===== src/rtl/dcd_pkg.sv =====
// Shared constants and types for the command decoder and its controller.
package dcd_pkg;
   localparam int BA_W = 3;
   localparam int ADDR_W = 16;
   localparam int AP_BIT = 10;
   localparam int BC_BIT = 12;
   localparam int COL_W = 11;
   // Lead time before a CKE edge is write latency minus one.
   localparam int WL_DEF = 5;
   localparam int CPDED_DEF = 1;
   localparam int XPDLL_DEF = 10;
   localparam int SRX_WR_GAP = 512;
   localparam int BURST_BL8 = 4;
   localparam int BURST_BC4 = 2;
   localparam logic [3:0] NOP_PINS = 4'h7;

   typedef enum logic [3:0] {
      DCD_CMD_NONE = 4'h0,
      DCD_CMD_MRS = 4'h1,
      DCD_CMD_REF = 4'h2,
      DCD_CMD_SRE = 4'h3,
      DCD_CMD_SRX = 4'h4,
      DCD_CMD_PRE = 4'h5,
      DCD_CMD_PREA = 4'h6,
      DCD_CMD_ACT = 4'h7,
      DCD_CMD_WR = 4'h8,
      DCD_CMD_RD = 4'h9,
      DCD_CMD_NOP = 4'ha,
      DCD_CMD_PDE = 4'hb,
      DCD_CMD_PDX = 4'hc,
      DCD_CMD_ZQCL = 4'hd,
      DCD_CMD_ZQCS = 4'he,
      DCD_CMD_ILL = 4'hf
   } dcd_cmd_t;

   typedef enum logic [1:0] {
      DCD_ST_IDLE = 2'h0,
      DCD_ST_PD = 2'h1,
      DCD_ST_SR = 2'h2
   } dcd_state_t;
endpackage : dcd_pkg


===== src/rtl/dcd_if.sv =====
// Command and address pins between controller and device decoder.
`timescale 1ns/100ps
`default_nettype none
interface dcd_if;
   import dcd_pkg::*;
   logic cs_n;
   logic ras_n;
   logic cas_n;
   logic we_n;
   logic cke;
   logic odt;
   logic reset_n;
   logic [BA_W-1:0] ba;
   logic [ADDR_W-1:0] addr;
   modport ctrl (output cs_n, ras_n, cas_n, we_n, cke, odt, reset_n, ba,
      addr);
   modport dev (input cs_n, ras_n, cas_n, we_n, cke, odt, reset_n, ba, addr);
endinterface : dcd_if
`default_nettype wire


===== src/rtl/dcd_device.sv =====
// Device-side command decoder with power state and ODT transition tracking.
//
// Function
// - Decode commands from pins at clock edge.
// - All four low, CKE high: mode set.
// - Bank bits select target bank.
// - RAS high, CAS/WE low: write command.
// - A12 picks chop or eight in on-the-fly.
// - Read decodes as write with WE high.
// - A10 high requests auto-precharge after burst.
// - Started bursts always run to completion.
// - NOP does not end running operations.
// - Controller idles with no-operations.
// - CS high is deselect, same as NOP.
// - Refresh with CKE falling enters self-refresh.
// - CKE fall/rise enters/exits power-down, no refresh.
// - Active-low reset is asynchronous only.
// - ODT ignored by decode; off in self-refresh.
// - Controller waits 512 cycles after self-refresh exit before write.
// - Entry-then-exit overlap keeps RTT uncertain.
// - Exit-then-entry overlap keeps RTT uncertain.
// - Controller drives valid inputs to defined levels.
// - Entry period: starts at entry, ends after disable delay.
// - Exit period: lead before, ends after lock delay.
//
// The address-and-strobe port and the address map were decided locally.
`timescale 1ns/100ps
`default_nettype none
module dcd_device
   import dcd_pkg::*;
#(
   parameter int WL = WL_DEF,
   parameter int CPDED = CPDED_DEF,
   parameter int XPDLL = XPDLL_DEF
) (
   // Clock and reset.
   input wire logic clk_sys,
   input wire logic sys_rst,
   // Pins from the controller.
   dcd_if.dev pins,
   // Decoded command.
   output logic cmd_vld_q,
   output dcd_cmd_t cmd_q,
   output logic [BA_W-1:0] bank_q,
   output logic [ADDR_W-1:0] addr_q,
   output logic [COL_W-1:0] col_q,
   output logic auto_pre_q,
   output logic chop_q,
   // Mode, burst and power state.
   input wire logic otf_en,
   output logic burst_busy_q,
   output dcd_state_t state_q,
   output logic rtt_on_q,
   output logic rtt_uncertain_q
);
   localparam int LEAD = WL - 1;
   localparam int TW = 8;

   logic cke_prev_q;
   logic cs_n_d;
   logic [3:0] pins_v;
   dcd_cmd_t cmd_d;
   logic [3:0] burst_cnt_q;
   logic [TW-1:0] end_cnt_q;
   logic [TW-1:0] lead_cnt_q;
   logic rst_async;

   assign rst_async = sys_rst | ~pins.reset_n;

   // CS high masks RAS, CAS and WE; CKE is still decoded.
   assign cs_n_d = pins.cs_n;
   assign pins_v = {pins.cs_n, pins.ras_n, pins.cas_n, pins.we_n};

   // Decode from sampled pins, ODT not used.
   always_comb begin
      cmd_d = DCD_CMD_ILL;
      if (state_q != DCD_ST_IDLE) begin
         // Exit with CKE rising under NOP or deselect.
         if (pins.cke && (cs_n_d || pins_v[2:0] == NOP_PINS[2:0])) begin
            cmd_d = (state_q == DCD_ST_SR) ? DCD_CMD_SRX : DCD_CMD_PDX;
         end else begin
            cmd_d = DCD_CMD_NONE;
         end
      end else if (!cke_prev_q) begin
         cmd_d = DCD_CMD_NONE;
      end else if (!pins.cke) begin
         // Power-down entry under NOP or deselect.
         if (cs_n_d || pins_v[2:0] == NOP_PINS[2:0]) begin
            cmd_d = DCD_CMD_PDE;
         end else if (pins_v == 4'h1) begin
            cmd_d = DCD_CMD_SRE;
         end
      end else if (cs_n_d) begin
         cmd_d = DCD_CMD_NOP;
      end else begin
         case (pins_v[2:0])
            3'h0: cmd_d = DCD_CMD_MRS;
            3'h1: cmd_d = DCD_CMD_REF;
            3'h2: cmd_d = pins.addr[AP_BIT] ? DCD_CMD_PREA : DCD_CMD_PRE;
            3'h3: cmd_d = DCD_CMD_ACT;
            3'h4: cmd_d = DCD_CMD_WR;
            3'h5: cmd_d = DCD_CMD_RD;
            3'h6: cmd_d = pins.addr[AP_BIT] ? DCD_CMD_ZQCL : DCD_CMD_ZQCS;
            3'h7: cmd_d = DCD_CMD_NOP;
            default: cmd_d = DCD_CMD_ILL;
         endcase
      end
   end

   always_ff @(posedge clk_sys or posedge rst_async) begin
      if (rst_async) begin
         cke_prev_q <= 1'b0;
      end else begin
         cke_prev_q <= pins.cke;
      end
   end

   always_ff @(posedge clk_sys or posedge rst_async) begin
      if (rst_async) begin
         cmd_vld_q <= 1'b0;
         cmd_q <= DCD_CMD_NONE;
         bank_q <= '0;
         addr_q <= '0;
         col_q <= '0;
         auto_pre_q <= 1'b0;
         chop_q <= 1'b0;
      end else begin
         cmd_vld_q <= (cmd_d != DCD_CMD_NONE);
         cmd_q <= cmd_d;
         // Bank bits carry bank or mode register.
         bank_q <= pins.ba;
         addr_q <= pins.addr;
         col_q <= {pins.addr[11], pins.addr[9:0]};
         auto_pre_q <= pins.addr[AP_BIT];
         // Low A12 in on-the-fly mode chops.
         chop_q <= otf_en & ~pins.addr[BC_BIT];
      end
   end

   // Bursts run out; NOP and new commands never cut them.
   always_ff @(posedge clk_sys or posedge rst_async) begin
      if (rst_async) begin
         burst_cnt_q <= '0;
         burst_busy_q <= 1'b0;
      end else if (burst_cnt_q == 4'h0 &&
            (cmd_d == DCD_CMD_WR || cmd_d == DCD_CMD_RD)) begin
         burst_cnt_q <= (otf_en && !pins.addr[BC_BIT]) ? 4'(BURST_BC4) :
            4'(BURST_BL8);
         burst_busy_q <= 1'b1;
      end else if (burst_cnt_q != 4'h0) begin
         burst_cnt_q <= burst_cnt_q - 4'h1;
         burst_busy_q <= (burst_cnt_q != 4'h1);
      end
   end

   // Power state; no refresh while powered down.
   always_ff @(posedge clk_sys or posedge rst_async) begin
      if (rst_async) begin
         state_q <= DCD_ST_IDLE;
      end else begin
         case (cmd_d)
            DCD_CMD_PDE: state_q <= DCD_ST_PD;
            DCD_CMD_SRE: state_q <= DCD_ST_SR;
            DCD_CMD_PDX: state_q <= DCD_ST_IDLE;
            DCD_CMD_SRX: state_q <= DCD_ST_IDLE;
            default: state_q <= state_q;
         endcase
      end
   end

   always_ff @(posedge clk_sys or posedge rst_async) begin
      if (rst_async) begin
         rtt_on_q <= 1'b0;
      end else begin
         rtt_on_q <= pins.odt && cmd_d != DCD_CMD_SRE && state_q != DCD_ST_SR;
      end
   end

   // Lead window opens when the controller holds CKE steady
   // for LEAD cycles ahead of an edge; track the last edge age.
   always_ff @(posedge clk_sys or posedge rst_async) begin
      if (rst_async) begin
         lead_cnt_q <= '0;
      end else if (pins.cke != cke_prev_q) begin
         lead_cnt_q <= '0;
      end else if (lead_cnt_q != {TW{1'b1}}) begin
         lead_cnt_q <= lead_cnt_q + 1'b1;
      end
   end

   // Period ends CPDED after entry or XPDLL after exit.
   // Overlap stretches to the later end.
   always_ff @(posedge clk_sys or posedge rst_async) begin
      if (rst_async) begin
         end_cnt_q <= '0;
         rtt_uncertain_q <= 1'b0;
      end else begin
         if (cmd_d == DCD_CMD_PDE && end_cnt_q < TW'(CPDED)) begin
            end_cnt_q <= TW'(CPDED);
         end else if (cmd_d == DCD_CMD_PDX && end_cnt_q < TW'(XPDLL)) begin
            end_cnt_q <= TW'(XPDLL);
         end else if (end_cnt_q != '0) begin
            end_cnt_q <= end_cnt_q - 1'b1;
         end
         rtt_uncertain_q <= (cmd_d == DCD_CMD_PDE) ||
            (cmd_d == DCD_CMD_PDX) || (end_cnt_q > TW'(1)) ||
            (state_q == DCD_ST_PD && lead_cnt_q >= TW'(LEAD));
      end
   end
endmodule : dcd_device
`default_nettype wire


===== src/flat_wrapper.sv =====
// flat-port wrapper written by rule: the top's interface ports become plain ports
module dcd_device_flat import dcd_pkg::*;
#(
   parameter int WL = WL_DEF,
   parameter int CPDED = CPDED_DEF,
   parameter int XPDLL = XPDLL_DEF
)
  (clk_sys, sys_rst, cmd_vld_q, cmd_q, bank_q, addr_q, col_q, auto_pre_q, chop_q, otf_en, burst_busy_q, state_q, rtt_on_q, rtt_uncertain_q, pins_cs_n, pins_ras_n, pins_cas_n, pins_we_n, pins_cke, pins_odt, pins_reset_n, pins_ba, pins_addr);
  dcd_if pins_i ();
  input wire logic clk_sys;
  input wire logic sys_rst;
  output logic cmd_vld_q;
  output dcd_cmd_t cmd_q;
  output logic [BA_W-1:0] bank_q;
  output logic [ADDR_W-1:0] addr_q;
  output logic [COL_W-1:0] col_q;
  output logic auto_pre_q;
  output logic chop_q;
  input wire logic otf_en;
  output logic burst_busy_q;
  output dcd_state_t state_q;
  output logic rtt_on_q;
  output logic rtt_uncertain_q;
  input wire logic [$bits(pins_i.cs_n)-1:0] pins_cs_n;
  input wire logic [$bits(pins_i.ras_n)-1:0] pins_ras_n;
  input wire logic [$bits(pins_i.cas_n)-1:0] pins_cas_n;
  input wire logic [$bits(pins_i.we_n)-1:0] pins_we_n;
  input wire logic [$bits(pins_i.cke)-1:0] pins_cke;
  input wire logic [$bits(pins_i.odt)-1:0] pins_odt;
  input wire logic [$bits(pins_i.reset_n)-1:0] pins_reset_n;
  input wire logic [$bits(pins_i.ba)-1:0] pins_ba;
  input wire logic [$bits(pins_i.addr)-1:0] pins_addr;
  assign pins_i.cs_n = pins_cs_n;
  assign pins_i.ras_n = pins_ras_n;
  assign pins_i.cas_n = pins_cas_n;
  assign pins_i.we_n = pins_we_n;
  assign pins_i.cke = pins_cke;
  assign pins_i.odt = pins_odt;
  assign pins_i.reset_n = pins_reset_n;
  assign pins_i.ba = pins_ba;
  assign pins_i.addr = pins_addr;
  dcd_device #(.WL(WL), .CPDED(CPDED), .XPDLL(XPDLL)) u_core (.clk_sys(clk_sys), .sys_rst(sys_rst), .pins(pins_i), .cmd_vld_q(cmd_vld_q), .cmd_q(cmd_q), .bank_q(bank_q), .addr_q(addr_q), .col_q(col_q), .auto_pre_q(auto_pre_q), .chop_q(chop_q), .otf_en(otf_en), .burst_busy_q(burst_busy_q), .state_q(state_q), .rtt_on_q(rtt_on_q), .rtt_uncertain_q(rtt_uncertain_q));
endmodule

===== config.mk =====
export PLATFORM = sky130hd
export DESIGN_NAME = dcd_device_flat
export DESIGN_NICKNAME = d
export VERILOG_FILES = /design/src/rtl/dcd_pkg.sv /design/src/rtl/dcd_if.sv /design/src/rtl/dcd_device.sv /design/src/flat_wrapper.sv
export SDC_FILE = /design/constraint.sdc
export NUM_CORES = 1
export LEC_CHECK = 0
export BUFFER_PORTS_ARGS = -buffer_cell sky130_fd_sc_hd__buf_2
export CAP_MARGIN = 20
export CELL_PAD_IN_SITES_DETAIL_PLACEMENT = 2
export CELL_PAD_IN_SITES_GLOBAL_PLACEMENT = 2
export CORE_MARGIN = 2
export CORE_UTILIZATION = 31
export DETAILED_ROUTE_END_ITERATION = 10
export PLACE_DENSITY_LB_ADDON = 0.1
export SETUP_SLACK_MARGIN = 0.05
export SYNTH_ARGS = -nofsm -noshare
export SYNTH_HDL_FRONTEND = slang
export SYNTH_SLANG_ARGS = --single-unit

===== constraint.sdc =====
create_clock -name clk_sys -period 5 [get_ports clk_sys]
set_input_delay 0.5 -clock clk_sys [delete_from_list [all_inputs] [get_ports clk_sys]]
set_output_delay 0.5 -clock clk_sys [all_outputs]
set_load 0.02 [all_outputs]

==> flow_summary.yaml <==
floorplanning:
  num_rows: 31
  die_w_um: 90.13
  start_util_pct: 31.88
  coreArea_sq_mm: 0.007214
  die-area_sq_mm: 0.008123
  die_h_um: 90.13
  pin_count: 71
clock_tree:
  clk_latency_ps: 300
  cts_max_path_buffers: 2
  cts_buffers: 5
  cts_hold_buf: 0
  cts-root-buf: "clkbuf_8"
  h-tree-depth: 2
  clk_pin_slew_worst_paths_ps: 90
  cts_tree: "yes"
  cts.repair.resized: 0
  clock_sinks: 51
  cts_setup_buffers: 0
synthesis:
  ys_ff_latch: 51
  synth.mux.area_fraction_pct: 1.850
  synth-compound-area-share_pct: 12.73
  synth_fp_nets: 241
  synth_top_area_share_pct: 55.50
  synthTopCellsByCount: "dfrtp_1, nor2_1, inv_1, o21ai_0, buf_4"
  yosys_warnings: 0
  yosys.cell_types.count: 47
  yosysMostFrequentCell: "dfrtp_1"
  synthCells: 205
  synthFlopType: "dfrtp_1"
  yosys.area_share.simple_pct: 15.45
  yosys.area_share.adder_pct: 3.808
  synth.yosys.seq_area_share_pct: 55.50
  yosysTopAreaCell: "dfrtp_1"
  yosys-top-cells-area: "dfrtp_1, buf_4, ha_1"
  synth_top_family_by_area: "simple AND/OR/NAND/NOR gates"
  synth-xor-area-share_pct: 3.047
  synth_enable_flop_cells: 0
  syn_avg_cell_area_sq_um: 11.22
  syn_area_sq_mm: 0.002300
  async_flop_share_pct: 100.0
flow_run:
  drv_cap: 0
critical_path:
  arrival_ps: 2070
  slowest_delay_ps: 530
  startpoint: "u_core.state_q[1]$_DFFE_PP0P_"
  worstReg2RegEnd: "u_core.end_cnt_q[1]$_DFFE_PP0P_"
  setup.worst_path.start_class: "flop"
  crit_path_end_kind: "flop"
  crit_fanout: 7
  crit_chain: "nor2_1 > nand2_1 > a2111oi_4 > nand2_2 > a311o_1"
  slowest_stage: "a2111oi_4"
  r2r_start: "u_core.state_q[1]$_DFFE_PP0P_"
  worstPathRequired_ps: 5190
  worst_r2r_path_depth: 5
  endpoint: "u_core.end_cnt_q[1]$_DFFE_PP0P_"
  ff2ff_setup_slack_ps: 3110
  criticalPathCategory: "reg2reg"
timing:
  fin_crit_ps: 1885
  worst_pin_slew_ps: 649.5
  tns_ps: 0
  period_share_pct: 37.71
  relSlewSlack_pct: 56.70
  setup_viol: 0
  max_freq_ghz: 0.5304
  rsz0062_at_grt: "false"
  finalMaxSlewViolations: 0
  final-hold-violation-count: 0
  fin_skew_ps: 2.763
power_and_ir_drop:
  power.internal_mw: 0.6703
  p_leak_nw: 1.344
  power_frac_clock_pct: 25.1
  pwr_density_cell_mw_per_mm2: 357.4
  vdd_drop_max_mv: 0.1627
  p_sw_mw: 0.3167
  switching_share_pct: 32.09
  p_seq_share_pct: 50.5
  comb_power_share_pct: 24.4
routing:
  ant_nets: 0
  drc: 0
  drt_pass1_iterations: 4
  drt_wl_total_mm: 5.558
  drtIter0Drc: 26
  wl_per_cell_um: 15.10
  vias: 1743
  post_drt_via_cell_ratio: 4.736
global_routing:
  grt_start_max_net_pins: 52
  grt_usage_pct: 14.11
  grt_pass1_vias: 1797
  grt-ovfl-total: 0
  grt_pass1_wl_mm: 9.356
  antenna_found_initial: 0
cells_and_area:
  seq_area_sq_mm: 0.001276
  fillers: 829
  fin_nets: 304
  final_cells: 368
  area_growth_pct: 20.08
  multi_input_area_sq_um: 855.8
  layout-drive-gt1-share_pct: 34.20
  n_antenna_cell: 0
run_status:
  status: "completed"
placed_design:
  portBuffers: 70
  dp.cells: 360
  place.gp.congestion: 0.7201
  dpl.hpwl_mm: 4.210
hold_path:
  hp-start: "pins_addr[2]"
  hp-class: "in2reg"
[logic make-up after synthesis]
logic type | Yosys count
multiplexers | 4
adder cells (fa/ha/maj) | 7
flip-flops | 51
XOR/XNOR | 8
AO/OA/AOI/OAI | 42
buffers and inverters | 28
AND/OR/NAND/NOR | 65
[state kept, by name (all words and copies together), names as in the netlist]
name,count
u_core.cmd_q,4
u_core.burst_busy_q,1
u_core.rtt_on_q,1
u_core.addr_q,16
u_core.end_cnt_q,8
u_core.state_q,2
u_core.rtt_uncertain_q,1
u_core.chop_q,1
u_core.bank_q,3
u_core.burst_cnt_q,4
u_core.cke_prev_q,1
u_core.lead_cnt_q,8
u_core.cmd_vld_q,1
[layout make-up]
type,instances,area share [%]
Sequential cell,51,46.22
Multi-Input combinational cell,126,30.99
Timing Repair Buffer,71,12.96
Tap cell,99,4.486
Clock buffer,6,2.990
Inverter,13,1.767
Clock inverter,2,0.5890
[worst max-delay path, delay by kind of cell (launching register included)]
| kind | cells | cell delay [ps] |
|---|---|---|
| flip-flops | 1 | 470 |
| AND/OR/NAND/NOR | 3 | 410 |
| AO/OA/AOI/OAI | 2 | 890 |
[power groups by stage]
stage | sequential (mW) | clock (mW) | combinational [mW]
final | 0.499 | 0.248 | 0.240
after floorplan | 0.533 | 0 | 0.138
after CTS | 0.501 | 0.265 | 0.246
after detailed placement | 0.508 | 0 | 0.246
after global routing | 0.508 | 0.280 | 0.275
after global placement | 0.506 | 0 | 0.241
[stage by stage]
step	worst slack [ps]	utilization, %	cell area [sq um]	hold slack [ps]	power, mW
2_1_floorplan	1395	-	2300	472.5	0.6719
3_3_place_gp	2837	36.91	2663	494.1	0.7470
3_5_place_dp	2779	36.91	2663	504.5	0.7535
4_1_cts	3073	38.28	2761	284.7	1.011
5_1_grt	3005	38.28	2761	275.8	1.064
6_report	3115	38.28	2761	300.1	0.9870
[cells in the final DEF, fill, tap and decap left out, drive strengths merged, types with 3 or more instances in the layout]
cell	netlist	final
buf	14	71
nor2	18	18
dfrtp	51	51
o21bai	3	3
nor4	3	3
and3	4	4
o21ai	13	13
ha	7	7
inv	13	13
xnor2	5	5
xor2	3	3
a21oi	8	8
a31oi	3	3
nand2	9	9
nand3	6	6
nor3	7	7
clkbuf	1	6
nor2b	4	4
[how the worst min path moves through the flow]
stage	end	cells after the start	slack (ps)
3_3_place_gp	u_core.burst_cnt_q[3]$_DFFE_PP0P_	1	490
2_1_floorplan	u_core.burst_busy_q$_DFFE_PP0P_	2	470
4_1_cts	u_core.addr_q[14]$_DFF_PP0_	1	280
6_report	u_core.addr_q[2]$_DFF_PP0_	1	300
5_1_grt	u_core.bank_q[0]$_DFF_PP0_	1	280
3_5_place_dp	u_core.burst_cnt_q[3]$_DFFE_PP0P_	1	500
[per-layer routing]
layer  up-vias  part of all wire, %  GRT usage (%)
li1        820                    -              -
met2        59                   47          23.25
met1       859                   46          18.65
met3         5                  5.4          3.604
met5         -                    0              0
met4         0                  1.0          3.462
Power figures use the tool's default switching activity.
